`config.mk`:
```
export PLATFORM = sky130hd
export DESIGN_NAME = hw_strap_mode_config
export DESIGN_NICKNAME = d
export VERILOG_FILES = /design/src/logic/strap_cfg_pkg.sv /design/src/logic/hw_strap_mode_config.sv
export SDC_FILE = /design/constraint.sdc
export NUM_CORES = 1
export LEC_CHECK = 0
export BUFFER_PORTS_ARGS = -buffer_cell sky130_fd_sc_hd__buf_4
export CAP_MARGIN = 20
export CORE_MARGIN = 3
export CORE_UTILIZATION = 50
export DETAILED_ROUTE_END_ITERATION = 10
export GPL_TIMING_DRIVEN = 1
export HOLD_SLACK_MARGIN = 0.05
export PLACE_DENSITY = 0.89
export REMOVE_ABC_BUFFERS = 1
export SYNTH_ARGS = -nofsm -noshare
export SYNTH_HDL_FRONTEND = slang
export SYNTH_SLANG_ARGS = --single-unit
```
`constraint.sdc`:
```
create_clock -name clk -period 2.24 [get_ports clk]
set_input_delay 0.672 -clock clk [delete_from_list [all_inputs] [get_ports clk]]
set_output_delay 0.672 -clock clk [all_outputs]
set_load 0.01 [all_outputs]
```
`src/logic/strap_cfg_pkg.sv`:
```
// constants and types for the pin-strap configuration decoder
//
// Contract
// RULE1: hardware mode, frequency pin low selects switching at sixteen times sample rate.
// RULE2: hardware mode, frequency pin high selects switching at eight times sample rate.
// RULE3: hardware mode, bridge select pin high selects parallel bridge output.
// RULE4: hardware mode, bridge select pin low selects stereo bridge-tied output.
// RULE5: parallel bridge mode takes its source from the right channel slot.
// RULE6: sender may invert word select to move the wanted channel to right.
// RULE7: sleep pin high stops switching gracefully and holds outputs in high impedance; the code ignores the pin in software mode.
// RULE8: during sleep the signal path blocks keep running for fast resume.
// RULE9: controller should assert sleep before stopping audio or removing supplies.
// RULE10: hardware mode keeps digital volume fixed at zero decibels.
// RULE11: digital boost stays at six decibels for every hardware gain code.
// RULE12: gain codes 00, 01, 10 give 19.2, 22.6, 25 dBV analog gain.
// RULE13: gain code 11 leaves hardware control and enters software control mode.
// RULE14: software mode hands bridge pin to I2C clock, frequency pin to data.
// RULE15: strap pins stay stable; sampled at reset release, then static.
package strap_cfg_pkg;

  // ******************************************************************
  // encodings and fixed values
  // ******************************************************************
  localparam logic [4:0] PWM_RATIO_LOW_PIN  = 5'h10; // 16 x fs
  localparam logic [4:0] PWM_RATIO_HIGH_PIN = 5'h08; // 8 x fs
  localparam logic [1:0] GAIN_CODE_SOFTWARE = 2'h3;
  // analog gain in tenths of dBV
  localparam logic [7:0] ANALOG_GAIN_00 = 8'hC0; // 19.2
  localparam logic [7:0] ANALOG_GAIN_01 = 8'hE2; // 22.6
  localparam logic [7:0] ANALOG_GAIN_10 = 8'hFA; // 25.0
  localparam logic [7:0] ANALOG_GAIN_RESET = 8'h00;
  localparam logic [7:0] VOLUME_DB_FIXED = 8'h00; // 0 dB
  localparam logic [3:0] BOOST_DB_FIXED  = 4'h6;  // +6 dB
  // ramp length of the graceful stop of switching, in cycles
  localparam logic [3:0] SLEEP_RAMP_CYCLES = 4'hF;

  typedef enum logic [3:0] {
    ST_CAPTURE  = 4'h1,
    ST_RUN      = 4'h2,
    ST_STOPPING = 4'h4,
    ST_ASLEEP   = 4'h8
  } amp_state_type;

  typedef struct packed {
    logic [4:0] pwm_ratio;
    logic       parallel_bridge_mode;
    logic       bridge_tied_mode;
    logic       source_right_slot;
    logic       software_mode;
    logic [7:0] analog_gain;
    logic [7:0] volume_db;
    logic [3:0] boost_db;
  } amp_cfg_type;

  typedef struct packed {
    amp_state_type state;
    logic [2:0]    sleep_sync;
    logic          sleep_stable;
    logic [3:0]    ramp;
    logic          switching_en;
    logic          outputs_hiz;
    logic          path_active;
    amp_cfg_type   cfg;
  } strap_state_type;

endpackage

```
`src/logic/hw_strap_mode_config.sv`:
```
// pin-strap decoder for hardware control mode of the speaker amplifier
`timescale 1ns/1ps
module hw_strap_mode_config
  import strap_cfg_pkg::*;
(
  input  wire logic        clk,
  input  wire logic        reset,
  input  wire logic        switch_freq_select_pin,
  input  wire logic        parallel_bridge_select_pin,
  input  wire logic        amp_sleep_pin,
  input  wire logic [1:0]  amp_gain_code_pins,
  output amp_cfg_type      cfg,
  output logic             switching_en,
  output logic             outputs_hiz,
  output logic             path_active,
  output logic             i2c_pins_owned
);

  strap_state_type s_reg;
  strap_state_type s_next;

  // ******************************************************************
  // gain decode
  // ******************************************************************
  function automatic logic [7:0] gain_decode(input logic [1:0] code);
    case (code)
      2'h0:    gain_decode = ANALOG_GAIN_00; // [RULE12]
      2'h1:    gain_decode = ANALOG_GAIN_01; // [RULE12]
      2'h2:    gain_decode = ANALOG_GAIN_10; // [RULE12]
      default: gain_decode = ANALOG_GAIN_RESET;
    endcase
  endfunction

  // code 11 gives the bridge and frequency pins to the host port; capture
  // asks this twice, so it lives in one place
  function automatic logic is_software_code(input logic [1:0] code);
    is_software_code = (code == GAIN_CODE_SOFTWARE); // [RULE13]
  endfunction

  // ******************************************************************
  // next state
  // ******************************************************************
  // straps are captured once after reset release; later pin moves are
  // ignored, so a glitchy strap cannot retune the output stage mid-play
  always_comb begin
    s_next = s_reg;
    // sleep pin is asynchronous: three flops, second and third must agree
    s_next.sleep_sync = {s_reg.sleep_sync[1:0], amp_sleep_pin};
    if (s_reg.sleep_sync[1] == s_reg.sleep_sync[2]) begin
      s_next.sleep_stable = s_reg.sleep_sync[2];
    end
    s_next.path_active = 1'b1; // [RULE8]
    case (s_reg.state)
      ST_CAPTURE: begin
        // [RULE15]
        s_next.cfg.software_mode =
          is_software_code(amp_gain_code_pins); // [RULE13]
        if (!is_software_code(amp_gain_code_pins)) begin
          s_next.cfg.pwm_ratio = switch_freq_select_pin ?
            PWM_RATIO_HIGH_PIN : PWM_RATIO_LOW_PIN; // [RULE1] [RULE2]
          s_next.cfg.parallel_bridge_mode =
            parallel_bridge_select_pin; // [RULE3]
          s_next.cfg.bridge_tied_mode =
            !parallel_bridge_select_pin; // [RULE4]
          s_next.cfg.source_right_slot =
            parallel_bridge_select_pin; // [RULE5]
          s_next.cfg.analog_gain =
            gain_decode(amp_gain_code_pins); // [RULE12]
        end
        s_next.cfg.volume_db = VOLUME_DB_FIXED; // [RULE10]
        s_next.cfg.boost_db  = BOOST_DB_FIXED;  // [RULE11]
        s_next.state = ST_RUN;
      end
      ST_RUN: begin
        // run drives the stage every cycle, so every wake lands here
        s_next.switching_en = 1'b1;
        s_next.outputs_hiz  = 1'b0;
        // sleep is a hardware-mode pin only
        if (s_reg.sleep_stable && !s_reg.cfg.software_mode) begin
          s_next.ramp  = SLEEP_RAMP_CYCLES;
          s_next.state = ST_STOPPING; // [RULE7]
        end
      end
      ST_STOPPING: begin
        // graceful wind-down before the stage goes quiet
        if (s_reg.ramp == 4'h0) begin
          s_next.switching_en = 1'b0; // [RULE7]
          s_next.outputs_hiz  = 1'b1; // [RULE7]
          s_next.state        = ST_ASLEEP;
        end else begin
          s_next.ramp = s_reg.ramp - 4'h1;
        end
      end
      ST_ASLEEP: begin
        // a wake is honoured only once fully asleep, so a short pulse on
        // the sleep pin still finishes the wind-down; costs resume latency
        // but never leaves the stage half stopped
        if (!s_reg.sleep_stable) begin
          s_next.state = ST_RUN;
        end
      end
      default: s_next.state = ST_CAPTURE;
    endcase
  end

  // ******************************************************************
  // state register
  // ******************************************************************
  // reset leaves the stage quiet; straps are not looked at here, so the
  // capture cycle after release sees pins that have settled under reset
  always_ff @(posedge clk) begin
    if (reset) begin
      s_reg <= '{state: ST_CAPTURE, sleep_sync: 3'h0, sleep_stable: 1'b0,
                 ramp: 4'h0, switching_en: 1'b0, outputs_hiz: 1'b1,
                 path_active: 1'b0,
                 cfg: '{pwm_ratio: PWM_RATIO_LOW_PIN,
                        parallel_bridge_mode: 1'b0,
                        bridge_tied_mode: 1'b1,
                        source_right_slot: 1'b0,
                        software_mode: 1'b0,
                        analog_gain: ANALOG_GAIN_RESET,
                        volume_db: VOLUME_DB_FIXED,
                        boost_db: BOOST_DB_FIXED}};
    end else begin
      s_reg <= s_next;
    end
  end

  // ******************************************************************
  // outputs
  // ******************************************************************
  // outputs straight from the state flops
  assign cfg            = s_reg.cfg;
  assign switching_en   = s_reg.switching_en;
  assign outputs_hiz    = s_reg.outputs_hiz;
  assign path_active    = s_reg.path_active;
  assign i2c_pins_owned = s_reg.cfg.software_mode; // [RULE14]

  // ******************************************************************
  // checks
  // ******************************************************************
  AST_LOW_FREQ: assert property (@(posedge clk) disable iff (reset) // [RULE1]
    s_reg.state == ST_CAPTURE && amp_gain_code_pins != 2'h3
      && !switch_freq_select_pin |=> cfg.pwm_ratio == 5'h10)
    else $error("low strap did not give 16x");
  AST_HIGH_FREQ: assert property (@(posedge clk) disable iff (reset) // [RULE2]
    s_reg.state == ST_CAPTURE && amp_gain_code_pins != 2'h3
      && switch_freq_select_pin |=> cfg.pwm_ratio == 5'h08)
    else $error("high strap did not give 8x");
  AST_PARALLEL_BRIDGE_MODE: assert property (@(posedge clk) disable iff (reset) // [RULE3]
    cfg.parallel_bridge_mode |-> !cfg.bridge_tied_mode)
    else $error("both bridge modes set");
  AST_BTL: assert property (@(posedge clk) disable iff (reset) // [RULE4]
    s_reg.state == ST_CAPTURE && amp_gain_code_pins != 2'h3
      && !parallel_bridge_select_pin |=> cfg.bridge_tied_mode)
    else $error("low bridge strap not stereo");
  AST_RIGHT: assert property (@(posedge clk) disable iff (reset) // [RULE5]
    cfg.parallel_bridge_mode |-> cfg.source_right_slot)
    else $error("parallel mode not on right slot");
  AST_SLEEP: assert property (@(posedge clk) disable iff (reset) // [RULE7]
    s_reg.state == ST_RUN && s_reg.sleep_stable && !cfg.software_mode
      |-> ##17 outputs_hiz && !switching_en)
    else $error("sleep did not reach high impedance");
  AST_PATH: assert property (@(posedge clk) disable iff (reset) // [RULE8]
    s_reg.state == ST_ASLEEP |-> path_active)
    else $error("signal path stopped in sleep");
  AST_VOL: assert property (@(posedge clk) disable iff (reset) // [RULE10]
    cfg.volume_db == 8'h00 && cfg.boost_db == 4'h6) // [RULE11]
    else $error("fixed gain stage moved");
  AST_GAIN: assert property (@(posedge clk) disable iff (reset) // [RULE12]
    s_reg.state == ST_CAPTURE && amp_gain_code_pins == 2'h1
      |=> cfg.analog_gain == 8'hE2)
    else $error("gain code 01 misdecoded");
  AST_SW: assert property (@(posedge clk) disable iff (reset) // [RULE13]
    s_reg.state == ST_CAPTURE && amp_gain_code_pins == 2'h3
      |=> i2c_pins_owned && $stable(cfg.pwm_ratio)) // [RULE14]
    else $error("code 11 did not enter software mode");
  // the remaining gain codes, and the pin-to-mode direction of the bridge
  AST_GAIN_00: assert property (@(posedge clk) disable iff (reset) // [RULE12]
    s_reg.state == ST_CAPTURE && amp_gain_code_pins == 2'h0
      |=> cfg.analog_gain == 8'hC0)
    else $error("gain code 00 misdecoded");
  AST_GAIN_10: assert property (@(posedge clk) disable iff (reset) // [RULE12]
    s_reg.state == ST_CAPTURE && amp_gain_code_pins == 2'h2
      |=> cfg.analog_gain == 8'hFA)
    else $error("gain code 10 misdecoded");
  AST_PARALLEL_BRIDGE_MODE_PIN: assert property (@(posedge clk) disable iff (reset) // [RULE3]
    s_reg.state == ST_CAPTURE && amp_gain_code_pins != 2'h3
      && parallel_bridge_select_pin |=> cfg.parallel_bridge_mode)
    else $error("high bridge strap not parallel");

  // ******************************************************************
  // sleep and wake checks
  // ******************************************************************
  // the stable copy may only follow the pin once two flops agree
  AST_SYNC: assert property (@(posedge clk) disable iff (reset) // [RULE7]
    s_reg.sleep_sync[2] != s_reg.sleep_sync[1]
      |=> $stable(s_reg.sleep_stable))
    else $error("sleep level taken before sync agreed");
  // graceful: the stage keeps switching for the whole wind-down
  AST_WIND: assert property (@(posedge clk) disable iff (reset) // [RULE7]
    s_reg.state == ST_STOPPING |-> switching_en && !outputs_hiz)
    else $error("switching stopped early in wind-down");
  AST_QUIET: assert property (@(posedge clk) disable iff (reset) // [RULE7]
    outputs_hiz |-> !switching_en)
    else $error("stage switching while high impedance");
  AST_SW_AWAKE: assert property (@(posedge clk) disable iff (reset) // [RULE7]
    s_reg.state == ST_RUN && cfg.software_mode |=> s_reg.state == ST_RUN)
    else $error("sleep pin honoured in software mode");
  // resume from sleep takes two edges, since the path never stopped
  AST_WAKE: assert property (@(posedge clk) disable iff (reset) // [RULE8]
    s_reg.state == ST_ASLEEP && !s_reg.sleep_stable
      |-> ##2 switching_en && !outputs_hiz)
    else $error("slow resume from sleep");

  // ******************************************************************
  // coverage of the main scenarios
  // ******************************************************************
  COV_SLEEP: cover property (@(posedge clk) s_reg.state == ST_ASLEEP);
  COV_WAKE: cover property (@(posedge clk)
    s_reg.state == ST_ASLEEP ##1 s_reg.state == ST_RUN);
  COV_SW: cover property (@(posedge clk) i2c_pins_owned);
  COV_PB: cover property (@(posedge clk) cfg.parallel_bridge_mode);
  COV_SW_SLEEP: cover property (@(posedge clk)
    i2c_pins_owned && s_reg.sleep_stable);

endmodule

```
=== Word level (Yosys, flattened, before mapping) ===
Cells that the tools add are included.

* Bitwise gates (word level): 1
* Add/sub/neg operators: 1
* Reduce and logical (&&, ||, !) cells: 10
* Multiplexer cells: 14
* Equal/unequal tests: 12

{| class="wikitable"
|+ Operators by type and width
! cell !! count
|-
| two-way mux 30 bit || 1
|-
| two-way mux 29 bit || 1
|-
| one-hot mux 8 bit (3 select lines) || 1
|-
| two-way mux 4 bit || 5
|-
| two-way mux 8 bit || 2
|-
| one-hot mux 4 bit (4 select lines) || 1
|-
| one-hot mux 6 bit (2 select lines) || 1
|-
| inequality test 2 bit, second input constant || 4
|-
| AND reduction 3 bit || 2
|-
| two-way mux 5 bit || 1
|-
| equality test 2 bit, second input constant || 2
|-
| equality test 4 x 1 -> 1 bit, second input constant || 1
|-
| equality test 4 x 2 -> 1 bit, second input constant || 1
|-
| equality test 4 x 3 -> 1 bit, second input constant || 1
|-
| equality test 4 bit, second input constant || 1
|-
| zero test 4 bit || 1
|-
| AND reduction 2 bit || 2
|-
| subtractor 4 x 1 -> 4 bit, second input constant || 1
|-
| equality test 2 x 1 -> 1 bit, second input constant || 1
|-
| zero test 1 bit || 2
|-
| zero test 2 bit || 1
|-
| two-way mux 2 bit || 1
|-
| nonzero test 2 bit || 1
|-
| equality test 1 bit || 1
|-
| 2 further kinds || 2
|}

* Logic and storage cells: 50
* Bits in registers: 31
* Input port bits: 7

=== Logic depth before layout (Yosys ltp) ===
Gate-level depths: netlist of the first run.

* Word-level depth: 5
* Depth in mapped cells: 6
* Gate-level depth less buffers: 6

=== Worst setup path before layout of the first run ===
OpenSTA, ideal clock, no wires.

* Path type: register -> register
* Start point: register s_reg[40] (netlist bit)
* End point: register s_reg (netlist bit cfg[22])
* Data required time: 2116 ps
* Clock period less this slack: 1544 ps
* Arrival: 1420 ps
* Cell stages (with the launch flop): 7
* Path slack: 696 ps
* Setup time: 124 ps
* Path through: dfxtp_1 > buf_6 > or4b_4 > or2_1 > buf_6 > nand2_2 > o211ai_2

* Longest elaborated chain between the ends: 2

{| class="wikitable"
|+ Ends and longest elaborated chain
! item !! line !! source
|-
| from (decl) || hw_strap_mode_config.sv:19 || <nowiki>strap_state_type s_reg;</nowiki>
|-
| from (signal assigned) || hw_strap_mode_config.sv:113 || <nowiki>s_reg <= '{state: ST_CAPTURE, sleep_sync: 3'h0, sleep_stable: 1'b0,</nowiki>
|-
| from (signal assigned) || hw_strap_mode_config.sv:125 || <nowiki>s_reg <= s_next;</nowiki>
|-
| equality test 4 x 1 -> 1 bit || hw_strap_mode_config.sv:53 || <nowiki>case (s_reg.state)</nowiki>
|-
| AND reduction 2 bit (no source line) || - ||
|}

Every way passes these cells.
A chain may end at the register's enable or synchronous reset.

=== Worst setup path in the final report of the first run ===
* Start point: register s_reg[40] (netlist bit)
* End point: register s_reg (netlist bit cfg[28])

The elaborated chain is that of the path after synthesis.

==> summary.txt, run 1 <==
Unrepaired setup endpoints after global routing: false
Final min period: 1.801 ns
Dominant synthesized flop cell: dfxtp_1
Clock slew at reported path FFs: 0.13 ns
Area Overhead vs Synth: 2.091%
Routed WL: 2.465 mm
CTS tree: built
Initial antenna violation count: 0
Worst setup margin: 0.4390 ns
CP Class: reg2reg
Port bufs: 22
Netlist cell types: 45
Final Power: 0.8469 mW
Drt pass-1 iters: 5
Multi-input logic area: 618.1 um2
Pre-CTS setup slack: 0.4657 ns
Critical path's largest stage delay: 0.58 ns
First-pass GRT wire length: 4.098 mm
Antenna-violating nets left: 0
Post-Syn Instances: 149
Maxcap violations: 0
Mean post-synth cell area: 8.834 um2
Layout filler cell count: 210
Mean number of vias per cell: 5.339
Detailed placer's ending HPWL: 1.854 mm
Longest Clk Path Bufs: 2
Leakage: 0.5718 nW
Clock Sinks: 23
Fin nets: 167
IO Pins: 40
P_sw: 0.2565 mW
TritonCTS buffer count: 3
Cts hold-fix bufs: 0
Critical path arrival: 2.01 ns
Post-CTS sizing: 0
Vias in the first global route: 903
DRT iter0 DRCs: 28
Critical path's slowest cell: dfxtp_1
Startpoint Class: register
Slew Limit Fails: 0
Die width: 57.31 um
Sw Ratio: 30.29%
Crit-path max FO: 9
Tcrit/Tclk final: 80.40%
Sequential share of power: 54.5%
Register area share after synthesis: 34.98%
Worst-path cell chain: or4b_4 > or2_1 > nand2_2 > o211ai_2
Clock skew: 0.01238 ns
Gate power share: 23.5%
Clock Power Share: 22.0%
N_diodes: 0
Die Y: 57.31 um
Fraction of registers with async set/reset: 0%
Die area: 3284 um2
Clk Latency, worst-skew pair: 0.31 ns
Register area: 460.4 um2
YS warnings: 0
Max IR drop VDD: 0.0004556 V
Largest net degree at the start of global routing: 19
Placer Congestion: 0.8569
Req. time, crit path: 2.45 ns
Core Footprint: 2361 um2
Mapped cell area: 1316 um2
Critical path endpoint category: register
Root buf cell: clkbuf_4
Min Hold Slack: 0.4637 ns
DRC errors left: 0
Gr usage total: 15.59%
Largest register FFs: 10
Avg WL per Cell: 13.47 um
Core Rows: 17
Initial Util: 55.75%
Int Pwr: 0.5904 mW
GR Overflow Total: 0
Fmax: 555.2 MHz
Layout cells sized above 1: 23.87%
Status: finished clean
Setup_tns: 0 ns
Placed cell area: 1316 um2
Final Hold Fails: 0
Vias: 977
PwrDens: 630.2 nW/um2
Worst Hold Class: reg2reg
Post-route cell area: 1344 um2
H-Tree Depth: 1
Post-CTS Setup Repair Bufs: 0
Post-synthesis register bit count: 23
Final setup fails: 0
Post-synth EDFFs: 0
cells in the mapped netlist, types with 2 or more instances:
cell type   n  area, um2
inv_1       6      22.52
a311oi_1    2      17.52
nand2_2     2      12.51
inv_2       2      7.510
buf_6       2      22.52
a211oi_1    4      30.03
buf_4      30      225.2
o211ai_2    2      25.02
a21oi_1     6      30.03
o21ai_1     2      10.01
o21ai_0     6      30.03
ha_1        4      50.05
nand2_1     9      33.78
clkbuf_1    3      11.26
conb_1      2      7.510
nor3_1      6      30.03
nand3_1     2      10.01
nor2b_1     5      31.28
nor2_1      6      22.52
dfxtp_1    23      460.4
placed cells by master, fill, tap and decap left out, types with 2 or more instances in the layout:
master / instances
nand2_1: 9
a311oi_1: 2
nand2_2: 2
dfxtp_1: 23
a211oi_1: 4
nor2b_1: 5
nor3_1: 6
o21ai_1: 2
o21ai_0: 6
ha_1: 4
clkbuf_4: 3
conb_1: 17
nor2_1: 6
o211ai_2: 2
buf_4: 23
inv_2: 2
a21oi_1: 6
nand3_1: 2
inv_1: 6
worst max-delay path, delay by kind of cell (launching register included):
family	cells	cell delay [ns]
flip-flops	1	0.58
AND/OR/NAND/NOR	3	1.03
AO/OA/AOI/OAI	1	0.08
cell families (layout without fill, tap and decap cells):
group                      count (synthesis)  count (layout)  share of synthesized area, %
AOI/OAI and AO/OA                         31              31                         17.02
xor gates and xnor gates                   2               2                         1.331
adders and majority gates                  4               4                         3.802
buffers and inverters                     44              35                         22.34
DFF                                       23              23                         34.98
muxes                                      1               1                        0.7605
other                                      2              17                        0.5706
and+or+nand+nor                           42              42                         19.20
power groups by stage:
stage | logic [mW] | registers, mW | clock network, mW
2_1_floorplan | 0.0960 | 0.486 | 0
3_3_place_gp | 0.189 | 0.468 | 0
3_5_place_dp | 0.197 | 0.470 | 0
4_1_cts | 0.197 | 0.461 | 0.196
5_1_grt | 0.216 | 0.465 | 0.213
6_report | 0.199 | 0.462 | 0.187
layer usage:
layer,vias up,track usage [%],routed length (um)
li1,475,-,-
met1,468,18.24,998
met2,32,27.24,1307
met3,2,4.299,132
met4,0,5.298,27
met5,-,0,0
path summary, 6_finish.rpt:
check	startpoint	end	slack [ns]	cells past startpoint
max	s_reg[40]	cfg[28]	0.44	4
min	s_next[38]	s_next[39]	0.46	1
max reg2reg	s_reg[40]	cfg[28]	0.44	4
min reg2reg	s_next[38]	s_next[39]	0.46	1
cell type report:
type	instances	share of cell area, %
clock buffer	3	1.676
clock inverter	1	0.3724
sequential	23	34.26
multi-input combinational	97	46.00
timing repair buffer	23	12.85
tap	28	2.607
inverter	8	2.235
metrics by stage:
stage / utilization (%) / instances
2_1_floorplan: - / 128
6_report: 56.92 / 183
4_1_cts: 56.92 / 183
5_1_grt: 56.92 / 183
3_3_place_gp: 55.75 / 179
3_5_place_dp: 55.75 / 179
(Power assumes the default switching activity.)
==> inputs of run 2 (changes only) <==
--- a/config.mk
+++ b/config.mk
@@ -5,14 +5,15 @@
 export SDC_FILE = /design/constraint.sdc
 export NUM_CORES = 1
 export LEC_CHECK = 0
+export ABC_AREA = 1
 export BUFFER_PORTS_ARGS = -buffer_cell sky130_fd_sc_hd__buf_4
 export CAP_MARGIN = 20
 export CORE_MARGIN = 3
-export CORE_UTILIZATION = 50
+export CORE_UTILIZATION = 44
 export DETAILED_ROUTE_END_ITERATION = 10
 export GPL_TIMING_DRIVEN = 1
 export HOLD_SLACK_MARGIN = 0.05
-export PLACE_DENSITY = 0.89
+export PLACE_DENSITY = 0.85
 export REMOVE_ABC_BUFFERS = 1
 export SYNTH_ARGS = -nofsm -noshare
 export SYNTH_HDL_FRONTEND = slang
==> constraint.sdc (replaced) <==
create_clock -name clk -period 1.5 [get_ports clk]
set_input_delay 0.45 -clock clk [delete_from_list [all_inputs] [get_ports clk]]
set_output_delay 0.45 -clock clk [all_outputs]
set_load 0.01 [all_outputs]
==> summary.txt, run 2 <==
Die Y: 58.60 um (+2.3%)
Register area share after synthesis: 37.82% (+2.8 points)
H-Tree Depth: 1 (unchanged)
First-pass GRT wire length: 3.174 mm (-23%)
Die width: 58.60 um (+2.3%)
Placed instance count: 202 (+13%)
Die area: 3434 um2 (+4.6%)
Final Hold Fails: 0 (unchanged)
Final setup fails: 0 (unchanged)
GR Overflow Total: 0 (unchanged)
Clk Latency, worst-skew pair: 0.31 ns (about the same)
Drt pass-1 iters: 4 (-1)
Req. time, crit path: 1.72 ns (-0.73 ns)
Status: finished clean
Post-synth EDFFs: 0 (unchanged)
Port bufs: 22 (unchanged)
Commonest non-fill, non-tap cell in the layout: nand2_1
Detailed placer's ending HPWL: 1.539 mm (-17%)
Antenna-violating nets left: 0 (unchanged)
Layout filler cell count: 255 (+21%)
Core Footprint: 2545 um2 (+7.8%)
Root buf cell: clkbuf_4
Initial Util: 47.84% (-7.9 points)
Multi-input logic area: 518.0 um2 (-16%)
Commonest cells after routing, fill and taps aside: nand2_1 (27), buf_4 (24), dfxtp_1 (23), nor2_1 (19)
TritonCTS buffer count: 3 (unchanged)
Clock Sinks: 23 (unchanged)
Critical path's largest stage delay: 0.33 ns (-0.25 ns)
Crit-path max FO: 6 (-3)
Vias: 907 (-7.2%)
Worst Hold Class: in2reg
Largest register FFs: 10 (unchanged)
Leakage: 0.6756 nW (+18%)
Worst R2R Setup Slack: 0.16 ns (-0.28 ns)
Critical path endpoint category: register
Layout cells sized above 1: 23.86% (about the same)
Most frequent cell on the critical path: nand2_1
Fmax: 745.6 MHz (+34%)
Fraction of registers with async set/reset: 0% (unchanged)
Largest net degree at the start of global routing: 14 (-5)
Critical path's slowest cell: dfxtp_1
Setup_tns: 0 ns (unchanged)
Most frequent cell after synthesis: buf_4
Vias in the first global route: 791 (-12%)
Top-area cell type share of the netlist area: 37.82% (+2.8 points)
Critical path arrival: 1.56 ns (-0.45 ns)
Initial antenna violation count: 0 (unchanged)
Finished Layout Cells: 206 (+13%)
Post-synth top area cell: dfxtp_1
Netlist cell types: 18 (-60%)
Mapped cell area: 1217 um2 (-7.5%)
Post-synthesis register bit count: 23 (unchanged)
CTS tree: built
Clock skew: 0.004220 ns (-0.008159 ns)
Maxcap violations: 0 (unchanged)
Core Rows: 18 (+1)
Max IR drop VDD: 0.001203 V (+160%)
Avg WL per Cell: 9.141 um (-32%)
DRC errors left: 0 (unchanged)
Mean post-synth cell area: 7.469 um2 (-15%)
Tcrit/Tclk final: 89.42% (+9.0 points)
Synth cell count leaders: buf_4 (29), nand2_1 (27), dfxtp_1 (23)
Clock slew at reported path FFs: 0.12 ns (about the same)
Min Hold Slack: 0.3282 ns (-0.1355 ns)
CP Class: reg2reg
Startpoint Class: register
Post-CTS sizing: 0 (unchanged)
Routed WL: 1.883 mm (-24%)
Area contributors post-synth: dfxtp_1 (38%), buf_4 (18%), nand2_1 (8.3%), nor2_1 (6.2%), inv_1 (5.2%)
Register area: 460.4 um2 (unchanged)
Final min period: 1.341 ns (-0.4598 ns)
Fin nets: 188 (+13%)
Post-CTS Setup Repair Bufs: 0 (unchanged)
Gr usage total: 11.98% (-3.6 points)
Longest Clk Path Bufs: 2 (unchanged)
IO Pins: 40 (unchanged)
Mean number of vias per cell: 4.403 (-18%)
Pre-CTS setup slack: 0.1315 ns (-0.3342 ns)
YS warnings: 0 (unchanged)
DRT iter0 DRCs: 19 (-32%)
Cts hold-fix bufs: 0 (unchanged)
Slew Limit Fails: 0 (unchanged)
Dominant synthesized flop cell: dfxtp_1
N_diodes: 0 (unchanged)
Worst setup margin: 0.1588 ns (-0.2802 ns)
Area Overhead vs Synth: 6.681%
Final Power: 2.081 mW (+150%)
Placer Congestion: 0.8363 (-2.4%)
Worst-path cell chain: inv_1 > ha_1 > nand2_1 > nor2_2 > nand2_2 > nand3_2 > nand2_1 > nand2_1 > nor2_2
PwrDens: 1603 nW/um2 (+150%)
Post-Syn Instances: 163 (+9.4%)
## run 2: changes by cell type after synthesis, moves of 4 or more
| cell | delta |
|---|---|
| a211oi_1 | -4 |
| inv_1 | +11 |
| nand2_1 | +18 |
| nand3_1 | +8 |
| nor2_1 | +14 |
| nor2b_1 | -5 |
| nor3_1 | -6 |
## run 2: cells by family after synthesis
group / Yosys count / synth area share (%)
and+or+nand+nor: 67 / 25.59
buffers and inverters: 50 / 24.46
DFF: 23 / 37.82
AOI/OAI and AO/OA: 17 / 7.399
adders and majority gates: 4 / 4.111
other: 2 / 0.6169
## run 2: stage by stage
step / cell area (um2) / util (%)
global placement: 1269 / 49.85
CTS: 1296 / 50.93
floorplan: 1051 / -
global route: 1299 / 51.03
finish: 1299 / 51.03
detailed placement: 1269 / 49.85
## run 2: final timing paths
check,start,end,depth (start not counted)
setup reg to reg,s_reg[32],s_reg[35],9
hold reg to reg,s_next[38],s_next[39],2
hold / removal,reset,s_reg[43],2
setup / recovery,s_reg[32],s_reg[35],9
## run 2: layout make-up
class                      count  share of cell area (%)
sequential                    23                   35.45
inverter                      20                   5.780
clock inverter                 1                  0.3854
clock buffer                   3                   1.734
timing repair buffer          24                   13.87
multi-input combinational    105                   39.88
tap                           30                   2.890
## run 2: worst max-delay path: cells and delay by family (launching register included)
family / cells / cell delay [ns]
adders and majority gates: 1 / 0.19
buffers and inverters: 1 / 0.10
DFF: 1 / 0.33
and+or+nand+nor: 7 / 0.62
## run 2: metal layers
layer  share of wire (%)  up-vias  wire, um  global-route usage (%)
met5                   0        -         0                       0
met4                 2.9        0        54                   8.414
met3                 5.3        4       100                   2.193
met2                  48       24       913                   19.30
met1                  43      397       815                   14.32
li1                    -      482         -                       -
## run 2: power by group
group | internal [mW] | switching (mW)
logic | 0.387 | 0.530
registers | 0.773 | 0.109
clock network | 0.0997 | 0.183
==> inputs of run 3 (changes only) <==
--- a/config.mk
+++ b/config.mk
@@ -8,7 +8,7 @@
 export ABC_AREA = 1
 export BUFFER_PORTS_ARGS = -buffer_cell sky130_fd_sc_hd__buf_4
 export CAP_MARGIN = 20
-export CORE_MARGIN = 3
+export CORE_MARGIN = 4
 export CORE_UTILIZATION = 44
 export DETAILED_ROUTE_END_ITERATION = 10
 export GPL_TIMING_DRIVEN = 1
==> constraint.sdc (replaced) <==
create_clock -name clk -period 1.5 [get_ports clk]
set_input_delay 0.3 -clock clk [delete_from_list [all_inputs] [get_ports clk]]
set_output_delay 0.3 -clock clk [all_outputs]
set_load 0.01 [all_outputs]
==> summary.txt, run 3 (synthesized netlist as in run 2, its figures left out) <==
Status: finished clean
Max IR drop VDD: 0.0009479 V (-21%)
Setup_tns: 0 ns (unchanged)
Critical path's slowest cell: dfxtp_1
Detailed placer's ending HPWL: 1.577 mm (+2.5%)
Die area: 3672 um2 (+6.9%)
GR Overflow Total: 0 (unchanged)
Placer Congestion: 0.8169 (-2.3%)
Final Hold Fails: 0 (unchanged)
Core Footprint: 2567 um2 (+0.88%)
Tcrit/Tclk final: 89.84% (+0.42 points)
Clock Sinks: 23 (unchanged)
Routed WL: 2.015 mm (+7.0%)
Avg WL per Cell: 9.877 um (+8.1%)
Sequential share of power: 42.4% (about the same)
Die Y: 60.60 um (+3.4%)
Fmax: 742.1 MHz (-0.47%)
Cts hold-fix bufs: 0 (unchanged)
IO Pins: 40 (unchanged)
Worst-path cell chain: inv_1 > ha_1 > nand2_1 > nor2_1 > nand2_2 > nand3_2 > nand2_1 > nand2_1 > nor2_2
Finished Layout Cells: 204 (-0.97%)
Longest Clk Path Bufs: 2 (unchanged)
Die width: 60.60 um (+3.4%)
CTS tree: built
Final setup fails: 0 (unchanged)
Fin nets: 186 (-1.1%)
Slew Limit Fails: 0 (unchanged)
N_diodes: 0 (unchanged)
Sw Ratio: 39.57% (+0.094 points)
Critical path endpoint category: register
Initial Util: 47.42% (-0.42 points)
PwrDens: 1617 nW/um2 (+0.87%)
H-Tree Depth: 1 (unchanged)
Post-CTS Setup Repair Bufs: 0 (unchanged)
Final min period: 1.348 ns (+0.006359 ns)
Vias in the first global route: 774 (-2.1%)
Mean number of vias per cell: 4.529 (+2.9%)
Largest net degree at the start of global routing: 15 (+1)
Clock Power Share: 13.5% (about the same)
TritonCTS buffer count: 3 (unchanged)
Crit-path max FO: 6 (unchanged)
Crit path buffers/inverters: 1 (unchanged)
Vias: 924 (+1.9%)
Initial antenna violation count: 0 (unchanged)
Area Overhead vs Synth: 5.242%
Commonest cells after routing, fill and taps aside: nand2_1 (27), dfxtp_1 (23), buf_4 (22), nor2_1 (20)
Most frequent cell on the critical path: nand2_1
Gate power share: 44.1% (about the same)
Root buf cell: clkbuf_4
Commonest non-fill, non-tap cell in the layout: nand2_1
Startpoint Class: register
DRT iter0 DRCs: 20 (+1)
Placed instance count: 200 (-0.99%)
Clock slew at reported path FFs: 0.12 ns (about the same)
Leakage: 0.6653 nW (-1.5%)
Final Power: 2.071 mW (-0.49%)
Largest register FFs: 10 (unchanged)
Core Rows: 18 (unchanged)
Critical path arrival: 1.56 ns (about the same)
Int Pwr: 1.252 mW (-0.65%)
Port bufs: 22 (unchanged)
CP top delay family: simple AND/OR/NAND/NOR gates
Worst Hold Class: in2reg
Post-CTS sizing: 0 (unchanged)
Drt pass-1 iters: 4 (unchanged)
Clk Latency, worst-skew pair: 0.31 ns (about the same)
DRC errors left: 0 (unchanged)
P_sw: 0.8197 mW (-0.26%)
Critical path's largest stage delay: 0.33 ns (about the same)
Layout cells sized above 1: 22.41% (-1.4 points)
Req. time, crit path: 1.72 ns (about the same)
Maxcap violations: 0 (unchanged)
Clock skew: 0.007458 ns (+0.003238 ns)
Gr usage total: 11.51% (-0.47 points)
Antenna-violating nets left: 0 (unchanged)
CP Class: reg2reg
First-pass GRT wire length: 3.194 mm (+0.63%)
Unrepaired setup endpoints after global routing: false
[run 3: cell types whose count changed in the layout (fill, tap and decap cells not counted)]
cell | previous run | this run
nor2_1 | 19 | 20
nor2_2 | 4 | 3
buf_4 | 24 | 22
[run 3: cell type report]
class | instances | area, um2
Clock buffer | 3 | 22.52
Inverter | 20 | 75.07
Sequential cell | 23 | 460.4
Timing Repair Buffer | 22 | 165.2
Clock inverter | 1 | 5.005
Tap cell | 30 | 37.54
Fill cell | 243 | 1286
Multi-Input combinational cell | 105 | 515.5
[run 3: stage by stage]
step | utilization [%] | hold slack, ns | worst slack, ns | cell area [um2]
after CTS | 49.90 | 0.1778 | 0.1592 | 1281
final | 49.90 | 0.1773 | 0.1524 | 1281
after global placement | 48.83 | 0.3916 | 0.2190 | 1254
after detailed placement | 48.83 | 0.4005 | 0.1801 | 1254
after global routing | 49.90 | 0.1950 | 0.01924 | 1281
after floorplan | - | 0.3691 | 0.2836 | 1051
[run 3: worst reg2reg max path, delay by kind of cell, from the launching register on]
kind | cells | cell delay (ns)
DFF | 1 | 0.33
adders and majority gates | 1 | 0.20
buffers and inverters | 1 | 0.10
and+or+nand+nor | 7 | 0.62
[run 3: power by group through the flow]
stage | clock [mW] | combinational [mW] | sequential (mW)
finish | 0.279 | 0.914 | 0.878
global route | 0.311 | 1.04 | 0.901
CTS | 0.291 | 0.922 | 0.879
detailed placement | 0 | 0.915 | 0.893
global placement | 0 | 0.895 | 0.889
floorplan | 0 | 0.499 | 0.955
[run 3: path summary, 6_finish.rpt]
| kind | start | end | slack, ns | depth (start not counted) |
|---|---|---|---|---|
| max | s_reg[32] | s_reg[35] | 0.15 | 9 |
| min reg2reg | s_next[38] | s_next[39] | 0.42 | 2 |
| min | amp_sleep_pin | s_next[38] | 0.18 | 3 |
| max reg2reg | s_reg[32] | s_reg[35] | 0.15 | 9 |
[run 3: metal layers]
layer | vias up | global-route usage, % | share of wire [%]
li1 | 480 | - | -
met1 | 394 | 13.95 | 40
met2 | 47 | 19.08 | 48
met3 | 3 | 2.340 | 11
met4 | 0 | 6.192 | 0.89
met5 | - | 0 | 0
